==> src/line_rx_cfg.svh <==
// register indices, field positions, reset values of the line receive block
`ifndef LINE_RX_CFG_SVH
`define LINE_RX_CFG_SVH

// register indices; byte address is four times the index
`define LRX_IDX_CTRL 10'h090
`define LRX_IDX_LIVE 10'h094
`define LRX_IDX_LATCH 10'h096
`define LRX_IDX_IE 10'h098
`define LRX_IDX_VIOL_CNT 10'h09C
`define LRX_IDX_ZERO_CNT 10'h09E

// control register fields
`define LRX_CTRL_DECODE_DIS 0
`define LRX_CTRL_CV_SELECT 3
`define LRX_CTRL_PORT_IE 8

// live status fields
`define LRX_LIVE_LOSS 0
`define LRX_LIVE_VIOL_NZ 1
`define LRX_LIVE_ZERO_NZ 3

// latch and enable fields, same layout
`define LRX_BIT_LOSS 0
`define LRX_BIT_VIOL_CNT 1
`define LRX_BIT_VIOL_EV 2
`define LRX_BIT_ZERO_CNT 3
`define LRX_BIT_ZERO_EV 4
`define LRX_BIT_SIG 5
`define LRX_NUM_BITS 6

// reset values
`define LRX_CTRL_RST 3'h0
`define LRX_IE_RST 6'h00
`define LRX_LATCH_RST 6'h00
`define LRX_CNT_RST 16'h0000
`define LRX_CNT_MAX 16'hFFFF

`endif

==> src/line_rx_pkg.sv <==
// types shared by the line receive status block
`default_nettype none

package line_rx_pkg;

  typedef struct packed {
    logic sig_three_zero;
    logic sig_four_zero;
    logic zero_run;
    logic code_violation;
    logic bipolar_violation;
  } line_events_t;

  typedef struct packed {
    logic port_interrupt_enable;
    logic code_violation_count_select;
    logic substitution_decode_disable;
  } ctrl_t;

endpackage : line_rx_pkg

`default_nettype wire

==> src/line_rx_decoder_status_counters.sv <==
// receive line decoder status, event latches, interrupt and error counters
//
// Behaviour
// - zero-run status bit means count nonzero
// - violation status bit means count nonzero
// - loss status bit follows live loss condition
// - signature latch sets on three/four-zero signature
// - zero-run event latch sets on event
// - zero-run count latch sets on status rise
// - violation latch sets on violation, or code violation
// - violation count latch sets on status rise
// - loss change latch sets on either edge
// - decode disabled holds loss cleared
// - enabled latches raise irq under port enable
// - sixteen-bit bipolar violation count
// - sixteen-bit excessive zero count
// - counts visible only after update strobe
// - decode-disable selects plain mark-inversion decoding
// - code-violation option only in E3 mode
//
// The APB register port was left to the implementer.
`include "line_rx_cfg.svh"
`default_nettype none

module line_rx_decoder_status_counters (
  input wire logic pclk,
  input wire logic presetn,
  input wire logic ce,
  input wire logic psel,
  input wire logic penable,
  input wire logic pwrite,
  input wire logic [11:0] paddr,
  input wire logic [31:0] pwdata,
  output logic [31:0] prdata,
  output logic pready,
  output logic pslverr,
  input wire logic los_detect,
  input wire logic e3_mode,
  input wire line_rx_pkg::line_events_t line_events,
  input wire logic perf_monitor_update,
  output logic substitution_decode_disable,
  output logic irq
);

  function automatic logic [15:0] sat_add(input logic [15:0] acc,
                                          input logic ev);
    if (acc == `LRX_CNT_MAX) begin
      sat_add = acc;
    end else begin
      sat_add = acc + {15'h0000, ev};
    end
  endfunction : sat_add

  line_rx_pkg::ctrl_t ctrl_r, ctrl_nxt;
  logic [5:0] ie_r, ie_nxt;
  logic [5:0] latch_r, latch_nxt;
  logic [15:0] viol_acc_r, viol_acc_nxt;
  logic [15:0] zero_acc_r, zero_acc_nxt;
  logic [15:0] violation_count_value, viol_cnt_nxt;
  logic [15:0] zero_run_count_value, zero_cnt_nxt;
  logic loss_prev_r;
  logic viol_nz_prev_r;
  logic zero_nz_prev_r;
  logic [31:0] prdata_r, prdata_nxt;
  logic slverr_r, slverr_nxt;
  logic valid_r, valid_nxt;

  logic [9:0] idx;
  logic hit;
  logic wr_done;
  logic loss_now;
  logic violation_count_nonzero;
  logic zero_run_count_nonzero;
  logic viol_event;
  logic [5:0] set_bits;
  logic [5:0] clr_bits;
  logic [15:0] live_word;

  assign idx = paddr[11:2];
  assign wr_done = psel & penable & valid_r & ce & pwrite;

  // the decoder datapath takes this level directly
  assign substitution_decode_disable =
    ctrl_r.substitution_decode_disable;

  // loss cannot be seen while substitution decoding is off
  assign loss_now = los_detect
                    & ~ctrl_r.substitution_decode_disable;

  // status follows the readable counts, so it also changes on the strobe
  assign violation_count_nonzero =
    (violation_count_value != `LRX_CNT_RST);
  assign zero_run_count_nonzero =
    (zero_run_count_value != `LRX_CNT_RST);

  // option has no meaning for three-zero substitution lines
  assign viol_event = (ctrl_r.code_violation_count_select & e3_mode)
                      ? line_events.code_violation
                      : line_events.bipolar_violation;

  always_comb begin
    live_word = 16'h0000;
    live_word[`LRX_LIVE_LOSS] = loss_now;
    live_word[`LRX_LIVE_VIOL_NZ] = violation_count_nonzero;
    live_word[`LRX_LIVE_ZERO_NZ] = zero_run_count_nonzero;
  end

  always_comb begin
    hit = 1'b1;
    unique case (idx)
      `LRX_IDX_CTRL, `LRX_IDX_LIVE, `LRX_IDX_LATCH,
      `LRX_IDX_IE, `LRX_IDX_VIOL_CNT, `LRX_IDX_ZERO_CNT: hit = 1'b1;
      default: hit = 1'b0;
    endcase
  end

  // bus slave: data is captured once per transfer, answered next cycle
  always_comb begin
    prdata_nxt = prdata_r;
    slverr_nxt = slverr_r;
    valid_nxt = valid_r;
    if (psel && !valid_r) begin
      valid_nxt = 1'b1;
      slverr_nxt = ~hit;
      prdata_nxt = 32'h0000_0000;
      if (!pwrite) begin
        unique case (idx)
          `LRX_IDX_CTRL: begin
            prdata_nxt[`LRX_CTRL_DECODE_DIS] =
              ctrl_r.substitution_decode_disable;
            prdata_nxt[`LRX_CTRL_CV_SELECT] =
              ctrl_r.code_violation_count_select;
            prdata_nxt[`LRX_CTRL_PORT_IE] = ctrl_r.port_interrupt_enable;
          end
          `LRX_IDX_LIVE: prdata_nxt[15:0] = live_word;
          `LRX_IDX_LATCH: prdata_nxt[5:0] = latch_r;
          `LRX_IDX_IE: prdata_nxt[5:0] = ie_r;
          `LRX_IDX_VIOL_CNT: prdata_nxt[15:0] = violation_count_value;
          `LRX_IDX_ZERO_CNT: prdata_nxt[15:0] = zero_run_count_value;
          default: prdata_nxt = 32'h0000_0000;
        endcase
      end
    end else if (psel && penable && valid_r) begin
      valid_nxt = 1'b0;
    end else if (!psel) begin
      valid_nxt = 1'b0;
    end
  end

  assign prdata = prdata_r;
  assign pslverr = slverr_r & pready;
  assign pready = psel & penable & valid_r & ce;

  // control and enable registers
  always_comb begin
    ctrl_nxt = ctrl_r;
    ie_nxt = ie_r;
    if (wr_done && idx == `LRX_IDX_CTRL) begin
      ctrl_nxt.substitution_decode_disable = pwdata[`LRX_CTRL_DECODE_DIS];
      ctrl_nxt.code_violation_count_select = pwdata[`LRX_CTRL_CV_SELECT];
      ctrl_nxt.port_interrupt_enable = pwdata[`LRX_CTRL_PORT_IE];
    end
    if (wr_done && idx == `LRX_IDX_IE) begin
      ie_nxt = pwdata[5:0];
    end
  end

  // counters
  always_comb begin
    viol_cnt_nxt = violation_count_value;
    zero_cnt_nxt = zero_run_count_value;
    viol_acc_nxt = sat_add(viol_acc_r, viol_event);
    zero_acc_nxt = sat_add(zero_acc_r, line_events.zero_run);
    if (perf_monitor_update) begin
      // event in the strobe cycle still lands in the closing interval
      viol_cnt_nxt = viol_acc_nxt;
      zero_cnt_nxt = zero_acc_nxt;
      viol_acc_nxt = `LRX_CNT_RST;
      zero_acc_nxt = `LRX_CNT_RST;
    end
  end

  // latches
  always_comb begin
    set_bits = 6'h00;
    set_bits[`LRX_BIT_LOSS] = loss_now ^ loss_prev_r;
    set_bits[`LRX_BIT_VIOL_CNT] =
      violation_count_nonzero & ~viol_nz_prev_r;
    set_bits[`LRX_BIT_VIOL_EV] = viol_event;
    set_bits[`LRX_BIT_ZERO_CNT] =
      zero_run_count_nonzero & ~zero_nz_prev_r;
    set_bits[`LRX_BIT_ZERO_EV] = line_events.zero_run;
    set_bits[`LRX_BIT_SIG] =
      line_events.sig_three_zero | line_events.sig_four_zero;
    clr_bits = 6'h00;
    if (wr_done && idx == `LRX_IDX_LATCH) begin
      clr_bits = pwdata[5:0];
    end
    latch_nxt = (latch_r & ~clr_bits) | set_bits;
  end

  always_ff @(posedge pclk or negedge presetn) begin
    if (!presetn) begin
      ctrl_r <= `LRX_CTRL_RST;
      ie_r <= `LRX_IE_RST;
      latch_r <= `LRX_LATCH_RST;
      viol_acc_r <= `LRX_CNT_RST;
      zero_acc_r <= `LRX_CNT_RST;
      violation_count_value <= `LRX_CNT_RST;
      zero_run_count_value <= `LRX_CNT_RST;
      loss_prev_r <= 1'b0;
      viol_nz_prev_r <= 1'b0;
      zero_nz_prev_r <= 1'b0;
      prdata_r <= 32'h0000_0000;
      slverr_r <= 1'b0;
      valid_r <= 1'b0;
      irq <= 1'b0;
    end else if (ce) begin
      ctrl_r <= ctrl_nxt;
      ie_r <= ie_nxt;
      latch_r <= latch_nxt;
      viol_acc_r <= viol_acc_nxt;
      zero_acc_r <= zero_acc_nxt;
      violation_count_value <= viol_cnt_nxt;
      zero_run_count_value <= zero_cnt_nxt;
      loss_prev_r <= loss_now;
      viol_nz_prev_r <= violation_count_nonzero;
      zero_nz_prev_r <= zero_run_count_nonzero;
      prdata_r <= prdata_nxt;
      slverr_r <= slverr_nxt;
      valid_r <= valid_nxt;
      // registered so the level never glitches on a bus write
      irq <= ctrl_nxt.port_interrupt_enable
             & (|(latch_nxt & ie_nxt));
    end
  end

endmodule : line_rx_decoder_status_counters

`default_nettype wire

==> config.mk <==
export PLATFORM = sky130hd
export DESIGN_NAME = line_rx_decoder_status_counters
export DESIGN_NICKNAME = d
export VERILOG_FILES = /design/src/line_rx_pkg.sv /design/src/line_rx_decoder_status_counters.sv
export VERILOG_INCLUDE_DIRS = /design/src
export SDC_FILE = /design/constraint.sdc
export NUM_CORES = 1
export LEC_CHECK = 0
export BUFFER_PORTS_ARGS = -buffer_cell sky130_fd_sc_hd__buf_2
export CAP_MARGIN = 5
export CELL_PAD_IN_SITES_DETAIL_PLACEMENT = 0
export CELL_PAD_IN_SITES_GLOBAL_PLACEMENT = 1
export CORE_MARGIN = 2
export CORE_UTILIZATION = 46
export CTS_BUF_LIST = sky130_fd_sc_hd__clkbuf_16
export DETAILED_ROUTE_END_ITERATION = 8
export PLACE_DENSITY = 0.86
export SLEW_MARGIN = 20
export SYNTH_ARGS = -nofsm -noshare
export SYNTH_HDL_FRONTEND = slang
export SYNTH_SLANG_ARGS = --single-unit
==> constraint.sdc <==
create_clock -name pclk -period 3.85 [get_ports pclk]
set_input_delay 0.385 -clock pclk [delete_from_list [all_inputs] [get_ports pclk]]
set_output_delay 0.385 -clock pclk [all_outputs]
set_load 0.005 [all_outputs]
## Word level (Yosys, flattened, before mapping)

Index checks and enable logic that the tools add are counted.

| word-level totals | value |
|---|---|
| register bits | 117 |
| bits in latches | 0 |
| RAM bits | 0 |
| ROM bits | 0 |
| bits of input ports | 58 |
| output and inout bits | 36 |
| word-level logic and storage cells | 82 |
| memories | 0 |

| cells by class | value |
|---|---|
| $add $sub $neg | 2 |
| $mul | 0 |
| div/mod/pow operators | 0 |
| magnitude comparators | 0 |
| equal/unequal tests | 9 |
| shift-type cells | 0 |
| muxes and demuxes | 20 |
| bitwise logic cells | 20 |
| reductions and logical operators | 15 |

Operators with widths:

| kind | count |
|---|---|
| $mux W16 | 5 |
| $eq A10 B8 Y1 const B | 6 |
| $add A16 B1 Y16 | 2 |
| $eq A16 B16 Y1 const B | 2 |
| $reduce_bool A16 Y1 | 2 |
| $pmux W7 S2 | 1 |
| $and A6 B6 Y6 | 2 |
| $mux W6 | 2 |
| $pmux W1 S6 | 2 |
| $reduce_or A6 Y1 | 2 |
| $and A1 B1 Y1 | 10 |
| $pmux W2 S5 | 1 |
| $pmux W2 S4 | 1 |
| $reduce_and A2 Y1 | 4 |
| $logic_and A1 B1 Y1 | 6 |
| $not A6 Y6 | 1 |
| $or A6 B6 Y6 | 1 |
| $mux W1 | 5 |
| $not A1 Y1 | 4 |
| $pmux W2 S2 | 1 |
| $mux W3 | 1 |
| $ne A3 B1 Y1 const B | 1 |
| $pmux W1 S3 | 1 |
| $logic_not A1 Y1 | 1 |
| 2 further kinds | 2 |

## Depth between registers and ports, before layout

| logic depth | value |
|---|---|
| word-level depth | 12 |
| depth in mapped cells | 10 |
| gate-level depth less buffers | 10 |

## Least setup slack after synthesis

No wires, ideal clock.

| timing | value |
|---|---|
| path type | input to register |
| from | in e3_mode |
| to | reg viol_acc_r[12] |
| setup time | 0.121 ns |
| arrival | 1.867 ns |
| data required time | 3.729 ns |
| setup slack | 1.862 ns |
| cell stages on the path | 10 |
| path buffers | 0 |
| path through | nand2_1 > mux2i_1 > inv_1 > ha_1 > ha_1 > nand2_1 > nor3_4 > and3_1 > o21ai_1 > a22o_1 |

| between the ends | value |
|---|---|
| cells in the longest elaborated chain, start to end | 5 |

Ends and longest elaborated chain:

| element | line | RTL |
|---|---|---|
| start, declared | line_rx_decoder_status_counters.sv:38 | `input wire logic e3_mode,` |
| $and A1 B1 Y1 | line_rx_decoder_status_counters.sv:97 | `assign viol_event = (ctrl_r.code_violation_count_select & e3_mode)` |
| $mux W1 | line_rx_decoder_status_counters.sv:98 | `? line_events.code_violation` |
| $add A16 B1 Y16 | line_rx_decoder_status_counters.sv:50 | `sat_add = acc + {15'h0000, ev};` |
| $mux W16 | line_rx_decoder_status_counters.sv:47 | `` if (acc == `LRX_CNT_MAX) begin `` |
| $mux W16 | line_rx_decoder_status_counters.sv:174 | `if (perf_monitor_update) begin` |
| end signal, assigned | line_rx_decoder_status_counters.sv:207 | `` viol_acc_r <= `LRX_CNT_RST; `` |
| end signal, assigned | line_rx_decoder_status_counters.sv:222 | `viol_acc_r <= viol_acc_nxt;` |
| end, declared | line_rx_decoder_status_counters.sv:57 | `logic [15:0] viol_acc_r, viol_acc_nxt;` |

Every way passes these cells.
A chain may end at the register's enable or synchronous reset.

## Worst setup path in the final report

| timing | value |
|---|---|
| from | reg ctrl_r[1] (netlist name) |
| to | reg viol_acc_r[12] |

| between the ends | value |
|---|---|
| cells in the longest elaborated chain, start to end | 5 |

Ends and longest elaborated chain:

| element | line | RTL |
|---|---|---|
| start, declared | line_rx_decoder_status_counters.sv:54 | `line_rx_pkg::ctrl_t ctrl_r, ctrl_nxt;` |
| start signal, assigned | line_rx_decoder_status_counters.sv:204 | `` ctrl_r <= `LRX_CTRL_RST; `` |
| start signal, assigned | line_rx_decoder_status_counters.sv:219 | `ctrl_r <= ctrl_nxt;` |
| $and A1 B1 Y1 | line_rx_decoder_status_counters.sv:97 |  |
| $mux W1 | line_rx_decoder_status_counters.sv:98 |  |
| $add A16 B1 Y16 | line_rx_decoder_status_counters.sv:50 |  |
| $mux W16 | line_rx_decoder_status_counters.sv:47 |  |
| $mux W16 | line_rx_decoder_status_counters.sv:174 |  |

Every way passes these cells.

==> qor.yml <==
grt_max_degree: 65
diodes: 0
critPathKind: "reg -> reg"
setup_tns_ns: 0
core_area_um2: 11560
power_density_nw_per_um2: 389.9
drc: 0
synth_cells: 589
drive_above_1_share_pct: 14.79
min-delay-start: "pwdata[8]"
cp-startpoint: "ctrl_r[1]$_DFFE_PN0P_"
startpoint_type: "register"
peakVddDrop_mv: 0.1776
skew_ns: 0.008978
rr_worst_depth: 10
die_area_um2: 12880
grt_antenna_before_repair: 0
die_w_um: 113.5
clk_latency_ns: 0.35
max_cap_viol_count: 0
area_delta_synth_final_pct: 10.62
setup_viol: 0
r2r_slack_ns: 1.46
post-cts-setup-buffers: 0
ant_nets: 0
power_frac_clock_pct: 46.1
p_int_w: 0.001839
io_buffer_count: 50
grt_first_pass_wirelength_mm: 22.21
path_max_fanout: 5
crit_path_end_kind: "register"
synth_edf_count: 0
synth_ff_type: "dfrtp_1"
cts-root-buf: "clkbuf_16"
first_pass_iters: 7
cts.clk_slew.worst_paths_ns: 0.07
syn_area_um2: 5513
multiInputGateArea_um2: 2673
yosysUniqueCellTypes: 62
synth-seq-cells: 101
numCtsBuffers: 9
track_usage_pct: 21.72
busiest_layer: "met2"
status: "finished clean"
io_pins: 94
start_util_pct: 47.67
worst_pin_slew_ns: 1.098
fmax_mhz: 418.0
row_count: 39
grt-ovfl-total: 0
die_y_um: 113.5
power_frac_comb_pct: 7.4
fillers: 1041
required_ns: 4.08
p_total_w: 0.002378
vias: 4541
regArea_um2: 2527
wl_mm: 13.33
post_cts_resized: 0
arrival_ns: 2.62
place.gp.congestion: 0.8061
final_nets: 679
fin_crit_ns: 2.392
r2r-start: "ctrl_r[1]$_DFFE_PN0P_"
power_leakage_nw: 2.711
cp-endpoint: "viol_acc_r[12]$_DFFE_PN0P_"
rsz0062_at_grt: "no"
htreeDepth: 3
use_met2_pct: 35.37
slew_violations: 0
finalCritPeriodShare_pct: 62.14
p_seq_share_pct: 46.5
cts_sinks: 101
grt_use_met3_pct: 3.348
hold_viol_final: 0
first_iter_violations: 393
p_sw_share_pct: 22.66
routed_via_density: 5.936
ys_async_sr_fraction_pct: 100.0
grt_pass1_vias: 4391
p_switching_w: 0.0005387
use_met1_pct: 30.25
avgSynthCellArea_um2: 9.360
r2r_end: "viol_acc_r[12]$_DFFE_PN0P_"
place_hpwl_mm: 9.395
cts_tree: "done"
slew_headroom_pct: 26.62
clockBufferDepth: 2
ys_seq_area_share_pct: 45.85
hold_class: "in -> reg"
wl_per_cell_um: 17.43
ys.warnings.count: 0
==> repair_timing <==
item	4_1_cts	5_1_grt
setup endpoints to repair	0	0
hold buffers	1	0
hold endpoints to repair	19	0
==> per-layer routing <==
layer  wire length (um)  part of all wire, %
met1               6222                   47
met2               6305                   47
met3                625                  4.7
met4                178                  1.3
met5                  0                    0
==> sequential cells by signal, indices dropped and copies added, names as in the netlist <==
signal,count
viol_nz_prev_r,1
slverr_r,1
violation_count_value,16
ie_r,6
valid_r,1
loss_prev_r,1
zero_run_count_value,16
ctrl_r,2
irq,1
substitution_decode_disable,1
viol_acc_r,16
prdata,16
zero_nz_prev_r,1
latch_r,6
zero_acc_r,16
==> logic make-up (layout without fill, tap and decap cells) <==
kind of cell	after synthesis	in the layout	share of synthesized area, %
adders and majority gates	4	4	0.9079
DFF	101	101	45.85
muxes	9	9	1.680
and+or+nand+nor	193	193	19.27
xor gates and xnor gates	25	25	3.972
buffers and inverters	69	87	6.695
other	1	16	0.06802
AOI/OAI and AO/OA	187	187	21.56
==> cell usage after synthesis (5+ instances only) <==
cell,n,area [um^2]
dfrtp_1,101,2527
nand2_1,85,319.1
o21ai_0,75,375.4
nor2_1,27,101.4
clkbuf_1,24,90.09
o31ai_1,22,165.2
a21oi_1,21,105.1
buf_4,19,142.6
inv_1,15,56.30
nand3_1,15,75.07
o21ai_1,15,75.07
xnor2_1,13,113.9
a22oi_1,12,90.09
xor2_1,12,105.1
and4_1,10,87.58
nor4_1,10,62.56
and3_1,8,50.05
a22o_1,7,61.31
a31oi_1,7,43.79
buf_2,7,35.03
mux2i_1,7,70.07
and2_1,6,37.54
o2bb2ai_1,6,52.55
nand4_1,5,31.28
==> power by group through the flow <==
stage | Clock [W] | Combinational, W | Sequential, W
after global placement | 0 | 0.000169 | 0.00112
after CTS | 0.00111 | 0.000176 | 0.00110
after global routing | 0.00116 | 0.000198 | 0.00111
after floorplan | 0 | 0.000115 | 0.00112
final | 0.00110 | 0.000176 | 0.00111
after detailed placement | 0 | 0.000175 | 0.00112
==> layout make-up <==
type                            count  area share, %
Timing Repair Buffer               56          4.924
Clock inverter                      7          2.257
Inverter                           15         0.9233
Multi-Input combinational cell    434          43.82
Tap cell                          143          2.934
Sequential cell                   101          41.44
Clock buffer                        9          3.693
==> cell usage in the layout, fill, tap and decap left out, drive strengths merged, types with 6 or more instances in the layout <==
| cell | count |
|---|---|
| inv | 15 |
| a22oi | 12 |
| a31oi | 8 |
| clkbuf | 9 |
| nand4 | 7 |
| xor2 | 12 |
| o21ai | 90 |
| o2bb2ai | 6 |
| nor4 | 11 |
| o31ai | 23 |
| a22o | 7 |
| conb | 16 |
| nor2 | 27 |
| buf | 55 |
| xnor2 | 13 |
| a21oi | 23 |
| mux2i | 7 |
| nand3 | 15 |
| nand2 | 85 |
| and3 | 9 |
| dfrtp | 101 |
| and2 | 6 |
| and4 | 12 |
==> how the worst min path moves through the flow <==
stage / depth (start not counted) / slack [ns] / endpoint
2_1_floorplan: 0 / 0.09 / ctrl_r[1]$_DFFE_PN0P_
3_3_place_gp: 1 / 0.29 / latch_r[0]$_DFFE_PN0P_
3_5_place_dp: 1 / 0.29 / latch_r[0]$_DFFE_PN0P_
4_1_cts: 3 / 0.29 / ctrl_r[2]$_DFFE_PN0P_
5_1_grt: 3 / 0.30 / ctrl_r[2]$_DFFE_PN0P_
6_report: 3 / 0.29 / ctrl_r[2]$_DFFE_PN0P_
==> metrics by stage <==
step,hold slack [ns],utilization (%),setup WS [ns],cell area (um^2),cells
CTS,0.2886,52.73,1.435,6098,765
floorplan,0.08941,-,1.862,5569,604
detailed placement,0.2935,49.51,1.237,5725,748
global placement,0.2859,49.51,1.311,5725,748
finish,0.2916,52.73,1.458,6098,765
global route,0.2986,52.73,1.302,6098,765
==> critical path: stages, from the launching register on <==
cell	delay (ns)
dfrtp_1	0.38
nand2_1	0.08
mux2i_1	0.17
inv_1	0.13
ha_1	0.20
ha_1	0.24
nand2_1	0.16
nor3_4	0.31
and3_1	0.27
o21ai_1	0.08
a22o_1	0.27
Note: power is estimated with default switching activity, not from simulation.
